<file path="src/verilog/watchdog_pkg.sv">
package watchdog_pkg;
	// register byte offsets
	localparam logic [7:0] OFS_CTRL = 8'h00;
	localparam logic [7:0] OFS_RELOAD_U = 8'h04;
	localparam logic [7:0] OFS_RELOAD_H = 8'h08;
	localparam logic [7:0] OFS_RELOAD_L = 8'h0C;
	localparam logic [7:0] OFS_COUNT = 8'h10;
	localparam logic [7:0] OFS_REFRESH = 8'h14;
	localparam logic [7:0] OFS_IRQ_STATUS = 8'h18;
	localparam logic [7:0] OFS_IRQ_MASK = 8'h1C;
	localparam logic [7:0] OFS_CAUSE = 8'h20;
	// unlock keys
	localparam logic [7:0] UNLOCK_KEY1 = 8'h55;
	localparam logic [7:0] UNLOCK_KEY2 = 8'hAA;
	// counter figures
	localparam int CNT_W = 24;
	localparam logic [23:0] RELOAD_RST = 24'h000400;
	localparam logic [23:0] REFRESH_FLOOR = 24'h000002;
	// status bit positions
	localparam int IRQ_EXPIRY_BIT = 0;
	localparam int IRQ_IGNORED_BIT = 1;
	localparam int CAUSE_WD_BIT = 0;
	localparam int CAUSE_STOP_BIT = 1;
	// timing: 10 ns clock, 10 kHz oscillator
	localparam int CLK_PERIOD_NS = 10;
	localparam int OSC_PERIOD_NS = 100000;
	localparam int OSC_DIV_CYCLES = OSC_PERIOD_NS / CLK_PERIOD_NS;

	typedef struct packed {
		logic resp_irq;
	} ctrl_t;

	typedef struct packed {
		logic stop;
		logic wd;
	} cause_t;

	typedef enum logic {
		WD_OFF = 1'b0,
		WD_ON = 1'b1
	} wd_state_t;

	typedef enum logic [2:0] {
		LK_LOCKED = 3'b000,
		LK_KEY1 = 3'b001,
		LK_WANT_U = 3'b011,
		LK_WANT_H = 3'b010,
		LK_WANT_L = 3'b110
	} lock_state_t;
endpackage : watchdog_pkg

</file>
<file path="src/verilog/watchdog_rc_osc.sv">
// free-running tick source standing in for the dedicated rc oscillator;
// nothing in the watchdog can stop or restart it
module watchdog_rc_osc import watchdog_pkg::*; #(
	parameter int DIV = OSC_DIV_CYCLES
) (
	// clock and reset
	input wire logic clk_i,
	input wire logic sys_rst_i,
	// tick
	output logic tick_o
);
	if (DIV < 2) begin : g_div_check
		$error("oscillator divider must be at least 2");
	end

	logic [31:0] div_cnt;
	logic [31:0] next_div_cnt;
	logic next_tick;

	always_comb begin
		next_tick = 1'b0;
		next_div_cnt = div_cnt + 32'h00000001;
		if (div_cnt == 32'(DIV - 1)) begin
			next_div_cnt = 32'h00000000;
			next_tick = 1'b1;
		end
	end

	always_ff @(posedge clk_i or posedge sys_rst_i) begin
		if (sys_rst_i) begin
			div_cnt <= 32'h00000000;
			tick_o <= 1'b0;
		end else begin
			div_cnt <= next_div_cnt;
			tick_o <= next_tick;
		end
	end
endmodule : watchdog_rc_osc

</file>
<file path="src/verilog/watchdog_reload_lock.sv">
// guards the reload bytes; advances only on writes that take effect
module watchdog_reload_lock import watchdog_pkg::*; (
	// clock and reset
	input wire logic clk_i,
	input wire logic sys_rst_i,
	// write events
	input wire logic wr_i,
	input wire logic [7:0] wr_ofs_i,
	input wire logic [7:0] wr_byte_i,
	// decisions
	output logic accept_o,
	output logic key_write_o
);
	lock_state_t state;
	lock_state_t next_state;
	logic is_ctrl;

	assign is_ctrl = wr_ofs_i == OFS_CTRL;

	always_comb begin
		next_state = state;
		accept_o = 1'b0;
		key_write_o = 1'b0;
		if (wr_i) begin
			next_state = LK_LOCKED;
			unique case (state)
				LK_LOCKED: begin
					if (is_ctrl && wr_byte_i == UNLOCK_KEY1) begin
						next_state = LK_KEY1;
						key_write_o = 1'b1;
					end
				end
				LK_KEY1: begin
					if (is_ctrl && wr_byte_i == UNLOCK_KEY2) begin
						next_state = LK_WANT_U;
						key_write_o = 1'b1;
					end
				end
				LK_WANT_U: begin
					if (wr_ofs_i == OFS_RELOAD_U) begin
						next_state = LK_WANT_H;
						accept_o = 1'b1;
					end
				end
				LK_WANT_H: begin
					if (wr_ofs_i == OFS_RELOAD_H) begin
						next_state = LK_WANT_L;
						accept_o = 1'b1;
					end
				end
				LK_WANT_L: begin
					if (wr_ofs_i == OFS_RELOAD_L) begin
						accept_o = 1'b1;
					end
				end
				default: next_state = LK_LOCKED;
			endcase
		end
	end

	always_ff @(posedge clk_i or posedge sys_rst_i) begin
		if (sys_rst_i) begin
			state <= LK_LOCKED;
		end else begin
			state <= next_state;
		end
	end
endmodule : watchdog_reload_lock

</file>
<file path="src/verilog/watchdog_timer.sv">
// watchdog core with classic wishbone register slave
module watchdog_timer import watchdog_pkg::*; #(
	parameter int AW = 8,
	parameter int OSC_DIV = OSC_DIV_CYCLES
) (
	// clock and reset
	input wire logic clk_i,
	input wire logic sys_rst_i,
	// wishbone slave
	input wire logic wb_cyc_i,
	input wire logic wb_stb_i,
	input wire logic wb_we_i,
	input wire logic [AW-1:0] wb_adr_i,
	input wire logic [3:0] wb_sel_i,
	input wire logic [31:0] wb_dat_i,
	output logic [31:0] wb_dat_o,
	output logic wb_ack_o,
	// device context
	input wire logic always_on_option_i,
	input wire logic stop_mode_i,
	// actions
	output logic system_reset_o,
	output logic stop_recovery_o,
	output logic irq_o,
	output logic watchdog_on_o
);
	// parameter checks refuse what the logic cannot serve
	if (AW < 6) begin : g_aw_check
		$error("address width must reach the register map");
	end
	if (OSC_DIV < 2) begin : g_div_check
		$error("oscillator divider must be at least 2");
	end
	// count, reload bytes and read word all assume three bytes
	if (CNT_W != 24) begin : g_width_check
		$error("counter width must be three reload bytes");
	end
	// a reset reload under four expires before software can act
	if (RELOAD_RST < 24'h000004) begin : g_reload_check
		$error("reset reload value below the minimum");
	end
	// a floor at or above the smallest reload refuses every refresh
	if (REFRESH_FLOOR >= 24'h000004) begin : g_floor_check
		$error("refresh floor blocks every refresh");
	end
	if (IRQ_EXPIRY_BIT > 1 || IRQ_IGNORED_BIT > 1) begin : g_bit_check
		$error("status bits must fit the two-bit registers");
	end
	if (UNLOCK_KEY1 == UNLOCK_KEY2) begin : g_key_check
		$error("unlock keys must differ");
	end

	// bus decode
	logic req;
	logic wr_take;
	logic wr_lane0;
	logic [7:0] ofs;
	logic [7:0] wbyte;
	logic [7:0] lock_ofs;
	logic next_ack;
	logic [31:0] next_dat;

	// register state
	ctrl_t ctrl;
	ctrl_t next_ctrl;
	logic [7:0] reload_u;
	logic [7:0] reload_h;
	logic [7:0] reload_l;
	logic [7:0] next_reload_u;
	logic [7:0] next_reload_h;
	logic [7:0] next_reload_l;
	logic [1:0] irq_status;
	logic [1:0] next_irq_status;
	logic [1:0] irq_mask;
	logic [1:0] next_irq_mask;
	cause_t cause;
	cause_t next_cause;
	logic next_irq;

	// counter state
	wd_state_t wd_state;
	wd_state_t next_wd_state;
	logic [CNT_W-1:0] count;
	logic [CNT_W-1:0] next_count;
	logic started;
	logic next_started;
	logic next_sys_rst;
	logic next_stop_rec;

	// events
	logic tick;
	logic lock_accept;
	logic key_write;
	logic refresh_req;
	logic refresh_ok;
	logic refresh_ignored;
	logic expire;
	logic [CNT_W-1:0] reload_val;

	assign req = wb_cyc_i && wb_stb_i;
	// a write lands at the edge where the master sees ack
	assign wr_take = req && wb_ack_o && wb_we_i;
	assign wr_lane0 = wr_take && wb_sel_i[0];
	assign ofs = 8'(wb_adr_i);
	assign wbyte = wb_dat_i[7:0];
	// a write without lane 0 still relocks; steered to a read-only offset
	// it can never count as a key or a reload byte
	assign lock_ofs = wb_sel_i[0] ? ofs : OFS_COUNT;
	assign reload_val = {reload_u, reload_h, reload_l};

	watchdog_rc_osc #(
		.DIV(OSC_DIV)
	) osc_u (
		.clk_i(clk_i),
		.sys_rst_i(sys_rst_i),
		.tick_o(tick)
	);

	watchdog_reload_lock lock_u (
		.clk_i(clk_i),
		.sys_rst_i(sys_rst_i),
		.wr_i(wr_take),
		.wr_ofs_i(lock_ofs),
		.wr_byte_i(wbyte),
		.accept_o(lock_accept),
		.key_write_o(key_write)
	);

	// bus answer: ack one cycle after the request, dropped the next
	always_comb begin
		next_ack = req && !wb_ack_o;
		next_dat = 32'h00000000;
		unique case (ofs)
			OFS_CTRL: next_dat[0] = ctrl.resp_irq;
			OFS_RELOAD_U: next_dat[7:0] = reload_u;
			OFS_RELOAD_H: next_dat[7:0] = reload_h;
			OFS_RELOAD_L: next_dat[7:0] = reload_l;
			OFS_COUNT: next_dat[CNT_W-1:0] = count;
			OFS_IRQ_STATUS: next_dat[1:0] = irq_status;
			OFS_IRQ_MASK: next_dat[1:0] = irq_mask;
			OFS_CAUSE: next_dat[1:0] = cause;
			default: next_dat = 32'h00000000;
		endcase
		if (!next_ack) begin
			next_dat = wb_dat_o;
		end
	end

	always_ff @(posedge clk_i or posedge sys_rst_i) begin
		if (sys_rst_i) begin
			wb_ack_o <= 1'b0;
			wb_dat_o <= 32'h00000000;
		end else begin
			wb_ack_o <= next_ack;
			wb_dat_o <= next_dat;
		end
	end

	// refresh handling; near expiry a refresh is too late and is flagged
	assign refresh_req = wr_take && ofs == OFS_REFRESH;
	assign refresh_ignored = refresh_req && wd_state == WD_ON &&
		count <= REFRESH_FLOOR;
	assign refresh_ok = refresh_req && !refresh_ignored;
	// expiry is the tick that finds one count or none left
	assign expire = wd_state == WD_ON && tick && count <= 24'h000001;

	// counter and on/off state
	always_comb begin
		next_wd_state = wd_state;
		next_count = count;
		next_started = 1'b1;
		next_sys_rst = 1'b0;
		next_stop_rec = 1'b0;
		// the option strap counts only on the first edge out of reset
		if (!started && always_on_option_i) begin
			next_wd_state = WD_ON;
			next_count = reload_val;
		end
		unique case (wd_state)
			WD_OFF: begin
				if (refresh_ok) begin
					next_wd_state = WD_ON;
					next_count = reload_val;
				end
			end
			WD_ON: begin
				if (refresh_ok) begin
					next_count = reload_val;
				end else if (expire) begin
					// stays on and starts a fresh period after acting once
					next_count = reload_val;
					if (!ctrl.resp_irq) begin
						next_sys_rst = !stop_mode_i;
						next_stop_rec = stop_mode_i;
					end
				end else if (tick) begin
					next_count = count - 24'h000001;
				end
			end
		endcase
	end

	always_ff @(posedge clk_i or posedge sys_rst_i) begin
		if (sys_rst_i) begin
			wd_state <= WD_OFF;
			count <= 24'h000000;
			started <= 1'b0;
			system_reset_o <= 1'b0;
			stop_recovery_o <= 1'b0;
			watchdog_on_o <= 1'b0;
		end else begin
			wd_state <= next_wd_state;
			count <= next_count;
			started <= next_started;
			system_reset_o <= next_sys_rst;
			stop_recovery_o <= next_stop_rec;
			watchdog_on_o <= next_wd_state == WD_ON;
		end
	end

	// control, reload and mask registers
	always_comb begin
		next_ctrl = ctrl;
		next_reload_u = reload_u;
		next_reload_h = reload_h;
		next_reload_l = reload_l;
		next_irq_mask = irq_mask;
		if (wr_lane0) begin
			unique case (ofs)
				OFS_CTRL: begin
					if (!key_write) begin
						next_ctrl.resp_irq = wbyte[0];
					end
				end
				OFS_RELOAD_U: begin
					if (lock_accept) next_reload_u = wbyte;
				end
				OFS_RELOAD_H: begin
					if (lock_accept) next_reload_h = wbyte;
				end
				OFS_RELOAD_L: begin
					if (lock_accept) next_reload_l = wbyte;
				end
				OFS_IRQ_MASK: next_irq_mask = wbyte[1:0];
				default: next_irq_mask = irq_mask;
			endcase
		end
	end

	always_ff @(posedge clk_i or posedge sys_rst_i) begin
		if (sys_rst_i) begin
			ctrl <= '0;
			reload_u <= RELOAD_RST[23:16];
			reload_h <= RELOAD_RST[15:8];
			reload_l <= RELOAD_RST[7:0];
			irq_mask <= 2'h0;
		end else begin
			ctrl <= next_ctrl;
			reload_u <= next_reload_u;
			reload_h <= next_reload_h;
			reload_l <= next_reload_l;
			irq_mask <= next_irq_mask;
		end
	end

	// sticky status and reset cause; a set in the clearing cycle wins
	always_comb begin
		next_irq_status = irq_status;
		next_cause = cause;
		if (wr_lane0 && ofs == OFS_IRQ_STATUS) begin
			next_irq_status = irq_status & ~wbyte[1:0];
		end
		if (wr_lane0 && ofs == OFS_CAUSE) begin
			next_cause = cause & ~cause_t'(wbyte[1:0]);
		end
		if (expire && ctrl.resp_irq) begin
			next_irq_status[IRQ_EXPIRY_BIT] = 1'b1;
		end
		if (refresh_ignored) begin
			next_irq_status[IRQ_IGNORED_BIT] = 1'b1;
		end
		if (expire && !ctrl.resp_irq) begin
			next_cause.wd = 1'b1;
			if (stop_mode_i) next_cause.stop = 1'b1;
		end
		// a new mask acts with its write, not a cycle later
		next_irq = |(next_irq_status & next_irq_mask);
	end

	// cause flags survive the pulse on system_reset_o; only sys_rst_i or a write of ones to OFS_CAUSE clears them
	always_ff @(posedge clk_i or posedge sys_rst_i) begin
		if (sys_rst_i) begin
			irq_status <= 2'h0;
			cause <= '0;
			irq_o <= 1'b0;
		end else begin
			irq_status <= next_irq_status;
			cause <= next_cause;
			irq_o <= next_irq;
		end
	end
endmodule : watchdog_timer

</file>
<file path="config.mk">
export PLATFORM = sky130hd
export DESIGN_NAME = watchdog_timer
export DESIGN_NICKNAME = d
export VERILOG_FILES = /design/src/verilog/watchdog_pkg.sv /design/src/verilog/watchdog_rc_osc.sv /design/src/verilog/watchdog_reload_lock.sv /design/src/verilog/watchdog_timer.sv
export SDC_FILE = /design/constraint.sdc
export NUM_CORES = 1
export LEC_CHECK = 0
export ABC_AREA = 1
export BUFFER_PORTS_ARGS = -buffer_cell sky130_fd_sc_hd__buf_2
export CAP_MARGIN = 0
export CORE_MARGIN = 1
export CORE_UTILIZATION = 40
export CTS_BUF_LIST = sky130_fd_sc_hd__clkbuf_16
export DETAILED_ROUTE_END_ITERATION = 10
export SETUP_SLACK_MARGIN = 0.2
export SYNTH_ARGS = -nofsm -noshare
export SYNTH_HDL_FRONTEND = slang
export SYNTH_SLANG_ARGS = --single-unit
export TNS_END_PERCENT = 1
</file>
<file path="constraint.sdc">
create_clock -name clk_i -period 3.9 [get_ports clk_i]
set_clock_uncertainty 0.05 [all_clocks]
set_input_delay 0.195 -clock clk_i [delete_from_list [all_inputs] [get_ports clk_i]]
set_output_delay 0.195 -clock clk_i [all_outputs]
set_load 0.01 [all_outputs]
</file>
---- Yosys cells after proc, flatten, opt, wreduce, memory -nomap -nowiden ----
Index checks and enable logic that the tools add are counted.
word-level totals
  input bits .............................. 51
  bits in registers ....................... 121
cells by class
  order comparisons ....................... 2
  $add $sub $neg .......................... 2
  reduce and logical (&&, ||, !) cells .... 32
  equal/unequal tests ..................... 18
  bitwise logic cells ..................... 6
  muxes and demuxes ....................... 46
operators by type and width
  kind                                                                    count
  24-bit two-way mux                                                      5
  24-bit one-hot mux with 2 select lines                                  1
  32-bit by 1-bit adder with 32-bit output, second input constant         1
  32-bit by 14-bit == test with 1-bit output, second input constant       1
  8-bit by 4-bit == test with 1-bit output, second input constant         4
  8-bit by 5-bit == test with 1-bit output, second input constant         4
  32-bit two-way mux                                                      1
  24-bit by 1-bit <= comparator with 1-bit output, second input constant  1
  24-bit by 2-bit <= comparator with 1-bit output, second input constant  1
  6-bit one-hot mux with 4 select lines                                   1
  24-bit by 1-bit subtractor with 24-bit output, second input constant    1
  1-bit two-way mux                                                       23
  1-bit logical AND                                                       18
  8-bit by 3-bit == test with 1-bit output, second input constant         2
  8-bit zero test                                                         2
  16-bit two-way mux                                                      1
  2-bit two-way mux                                                       7
  3-bit one-hot mux with 4 select lines                                   1
  3-bit AND reduction                                                     4
  8-bit by 6-bit == test with 1-bit output, second input constant         1
  8-bit by 7-bit == test with 1-bit output, second input constant         1
  8-bit == test, second input constant                                    1
  8-bit two-way mux                                                       1
  1-bit one-hot mux with 8 select lines                                   1
  14 further kinds                                                        22

---- Longest topological paths before layout ----
  word-level depth ........................ 10
  gate-level depth with buffers ........... 13
  gate-level depth less buffers ........... 12

---- Modules after synthesis ----
Synthesis repeated with hierarchy kept, for this count alone.
second synthesis, totals
  cells, all modules ...................... 1191
  area, all modules ....................... 8050.2 µm²
by module, submodules not included
  module                area each (µm²)  cells each  instances  sequential area each (µm²)
  watchdog_timer        5659.2           821         1          2128.3
  watchdog_rc_osc       1994.4           291         1          825.8
  watchdog_reload_lock  396.6            79          1          75.1

---- Least setup slack after synthesis ----
Ideal clock, no wire load.
  kind .................................... flip-flop to flip-flop
  start ................................... register count[0]
  end ..................................... register count[14]
  cell stages (with the launch flop) ...... 13
  slack ................................... 1.986 ns
  buffers on the path ..................... 1
  data arrival time ....................... 1.743 ns
  path through ............................ dfrtp_1 inv_1 ha_1 nand2_1 nor2_4 nor2_1 nor2_1 nand2_2 nand2_4 buf_6 nand2_1 nand3_1 nand2_1
between the ends
  longest elaborated chain between the ends .. 6
RTL lines
  element                                                                                                line                   text
  start: declaration                                                                                     watchdog_timer.sv:83   logic [CNT_W-1:0] count;
  start signal: assignment                                                                               watchdog_timer.sv:213  count <= next_count;
  parallel branches: the longest is 5 deep, another holds 24-bit by 1-bit subtractor with 24-bit output  -
  24-bit one-hot mux with 2 select lines *                                                               watchdog_timer.sv:179  unique case (wd_state)
  named net next_count[14]                                                                               watchdog_timer.sv:84   logic [CNT_W-1:0] next_count;
Mark *: on every way through the listed nets, which the timed path passes.
A chain may end at the register's enable or synchronous reset.

---- Worst setup path after layout ----
  start ................................... register count[0]
  end ..................................... register count[12]
Same word-level chain as after synthesis.

==> results.txt <==
----------------------------------------------------
[Status]
  Status ... complete, no violations

[Yosys]
  Synth warnings ... 0
  Post-synth EDFFs ... 0
  Most frequent cells after synthesis ... 329 x nand2_1, 128 x inv_1, 120 x dfrtp_1
  Post-synthesis share of cell area spent on and, or, nand and nor gates ... 0.3519
  Share of synthesized cell area in full adder, half adder and majority cells ... 0.006633
  Number of instances in the synthesized netlist ... 1089
  Main combinational cell family by area after synthesis ... simple AND/OR/NAND/NOR gates
  Async S/R FF share, synth ... 1.000
  Mean area per synthesized cell ... 6.928 um^2
  Count leader, synth ... nand2_1
  Number of different library cells in the post-synthesis netlist ... 37
  Leading post-synthesis cells by cell area ... dfrtp_1 40%, nand2_1 16%, inv_1 6.4%
  Share of the synthesized area in the top cell type ... 0.3980
  Complex-gate fraction of the synthesized area ... 0.1151
  Mux cell area share after synthesis ... 0
  Post-synthesis sequential element count ... 121
  Part of the Yosys area used for sequential elements ... 0.4015
  Most instantiated flip-flop cell in the synthesis netlist ... dfrtp_1
  XOR/XNOR Fraction of Synth Area ... 0.03134
  Most area-hungry cell type in the Yosys netlist ... dfrtp_1
  Cell Area, Synth ... 0.007545 mm^2

[Setup path]
  Critical Path AT ... 2910 ps
  Category of the worst setup path launch point ... flop
  Worst reg2reg endpoint ... count[12]
  Data required, critical path ... 4210 ps
  Worst flop-to-flop path startpoint ... count[0]
  Top cell family by delay on the critical path ... simple AND/OR/NAND/NOR gates
  Most frequent cell on the critical path ... nand2_1
  Critical Path End ... count[12]
  Path type of the worst setup path ... reg2reg
  Timing startpoint of the critical path ... count[0]
  Critical-path top delay cell ... dfrtp_1
  Largest fanout on the critical path ... 17
  R2R depth ... 12
  Buffers plus inverters on the worst setup path ... 2
  Highest cell delay on the worst timing path ... 420 ps
  Number of gates on the worst path with buffers counted ... 12
  Cells along the critical path ... inv_1 -> ha_1 -> nand2_1 -> nor2_4 -> nor2_1 -> nor2_1 -> nand2_2 -> nand2_4 -> inv_1 -> nand2_1 -> nand3_1 -> nand2_1
  Crit path capture type ... flop
  Register-to-register path setup slack ... 1310 ps

[Drt]
  Violation count after the first detailed-routing iteration ... 624
  WL/cell ... 15.74 um
  Vias per Instance ... 5.246
  Count of nets left with antenna violations after detail routing ... 0
  DRT Wirelength ... 21.75 mm
  Drt pass-1 iters ... 5
  Overall via count from detail_route ... 7250
  Final routed DRC violation total ... 0

[Placement]
  Post-detailed-placement cell area ... 0.007986 mm^2
  Number of port buffers ... 52
  Global placement routability congestion ... 0.8955
  DPL Wire Length ... 15.72 mm

[Hold path]
  Number of cells traversed by the worst hold path ... 4
  Kind of path behind the tightest hold check ... in2reg

[CTS]
  Clk Latency, worst-skew pair ... 430 ps
  Number of setup buffers added after CTS ... 0
  Buffer cell driving the clock tree root ... clkbuf_16
  CTS clk-pin slew, worst paths ... 60 ps
  Total CTS buffers ... 17
  Clock sink count ... 121
  Number of buffers between clock root and the deepest sink ... 2
  H-tree depth reported by CTS ... 4
  CTS tree ... yes

[Power]
  Leakage ... 4.243 nW
  Maximum resistive drop on vdd ... 0.2965 mV
  Ratio of total power to cell area ... 378.6 mW/mm^2

[Floorplanning]
  Number of primary I/O pins ... 88
  Number of standard-cell rows in the floorplan ... 49
  Height of the die ... 139.3 um
  Die footprint ... 0.01942 mm^2
  Initial Util ... 0.4143
  Horizontal die dimension ... 139.3 um
  Core region area ... 0.01821 mm^2

[GRT]
  GRT Resource Usage Total ... 0.2335
  Leftover overflow at the end of global routing ... 0
  Largest net degree at the start of global routing ... 67
  First-pass GRT wire length ... 35.10 mm
  Via count of the first global-routing pass ... 6579
  Number of antenna violations at the first check in global routing ... 0

[Finish]
  Filler Cells Inserted ... 1841
  Area occupied by multi-input gates ... 0.003844 mm^2
  Final core utilization ... 0.4728
  Finished Cell Area ... 0.008610 mm^2
  Synth-to-Final Area Change ... 14.11%
  Number of nets in the layout ... 1195
  Number of diodes added for antenna fixing ... 0
  FF/Latch Area ... 0.003029 mm^2
  Ratio of cells with drive above 1 in the final layout ... 0.1101

[Flow run]
  Max cap viols ... 0

[Timing]
  Max Transition Viols Final ... 0
  Smallest hold slack ... 63.49 ps
  Setup TNS after final layout ... 0 ps
  Max Clk Rate ... 385.4 MHz
  Worst slew margin relative to its limit ... 0.4790
  Endpoints failing hold ... 0
  Tightest Pin Transition ... 780.7 ps
  Final setup viols ... 0
  Unrepaired setup endpoints after global routing ... no
  Time the worst path needs with I/O delays and setup ... 2595 ps
  Final period utilization ... 0.6653

----------------------------------------------------
## how the worst min path moves through the flow
stage	slack (ps)	startpoint	to
floorplan	220	stop_mode_i	system_reset_o
global placement	320	sys_rst_i	osc_u.div_cnt[20]
detailed placement	330	stop_mode_i	system_reset_o
CTS	50	wb_dat_i[2]	lock_u.state[1]
global route	80	wb_stb_i	wb_ack_o
finish	60	wb_dat_i[4]	lock_u.state[1]
## per-stage QoR
| step | cells | setup slack [ps] | power (W) |
|---|---|---|---|
| floorplan | 1096 | 442.5 | 0.001573 |
| global placement | 1348 | 1407 | 0.001656 |
| detailed placement | 1348 | 1383 | 0.001661 |
| CTS | 1382 | 1360 | 0.003291 |
| global route | 1382 | 1175 | 0.003399 |
| finish | 1382 | 1305 | 0.003259 |
## registers in the layout, summed over array words and instances (netlist names), 3 cells and up
register and count:
count 24, osc_u.div_cnt 32, wb_dat_o 24, reload_l 8
lock_u.state 3, reload_h 8, reload_u 8
## where the power goes
part           switching (W)  internal [W]  leakage (nW)  total, W
Clock               0.000612       0.00100         0.293   0.00162
Combinational       0.000216     0.0000983          2.35  0.000314
Sequential         0.0000393       0.00129          1.60   0.00133
Total               0.000868       0.00239          4.24   0.00326
## layout by cell type (no fill, tap or decap), types with 6 or more instances in the layout
| cell type | count |
|---|---|
| or2_2 | 9 |
| nand2_1 | 329 |
| dfrtp_1 | 120 |
| o21ai_1 | 28 |
| conb_1 | 9 |
| nand3_1 | 83 |
| o211ai_1 | 12 |
| nor2_2 | 6 |
| o21ai_0 | 60 |
| a21oi_1 | 20 |
| nor3_1 | 28 |
| o31ai_1 | 17 |
| buf_2 | 52 |
| nand4_1 | 17 |
| xor2_1 | 18 |
| o22ai_1 | 10 |
| nor2_1 | 117 |
| inv_1 | 127 |
| clkbuf_16 | 17 |
| buf_4 | 7 |
| nor4_1 | 10 |
| xnor2_1 | 9 |
## layer usage
| metal | track usage | routed length, um | up-vias | share of wire |
|---|---|---|---|---|
| li1 | - | - | 3615 | - |
| met1 | 0.3374 | 10550 | 3377 | 0.48 |
| met2 | 0.3481 | 9461 | 233 | 0.43 |
| met3 | 0.04955 | 1460 | 25 | 0.067 |
| met4 | 0.06901 | 280 | 0 | 0.013 |
| met5 | 0 | 0 | - | 0 |
## area by class of cell
type                       count  area share
multi-input combinational    807      0.4464
sequential                   121      0.3518
inverter                     131     0.05740
clock buffer                  17     0.04941
timing repair buffer          62     0.04098
tap                          229     0.03328
clock inverter                15     0.02064
## cells by family (layout without fill, tap and decap cells)
logic type      Yosys count  after routing
compound gates          151            151
xor+xnor                 27             27
fa+ha+maj                 4              4
buf+inv                 168            225
flops                   121            121
other cells               2              9
simple gates            616            616
## timing repair
action	4_1_cts	5_1_grt
hold buffers	2	0
endpoints found under the hold margin	58	0
gates resized for setup	0	0
## worst register-to-register path: cells and delay by family, from the launching register on
family,cells,cell delay (ps)
flip-flops,1,420
AND/OR/NAND/NOR,9,1380
buffers and inverters,2,440
adder cells (fa/ha/maj),1,240
No activity file was read; power rests on OpenSTA's default activity.
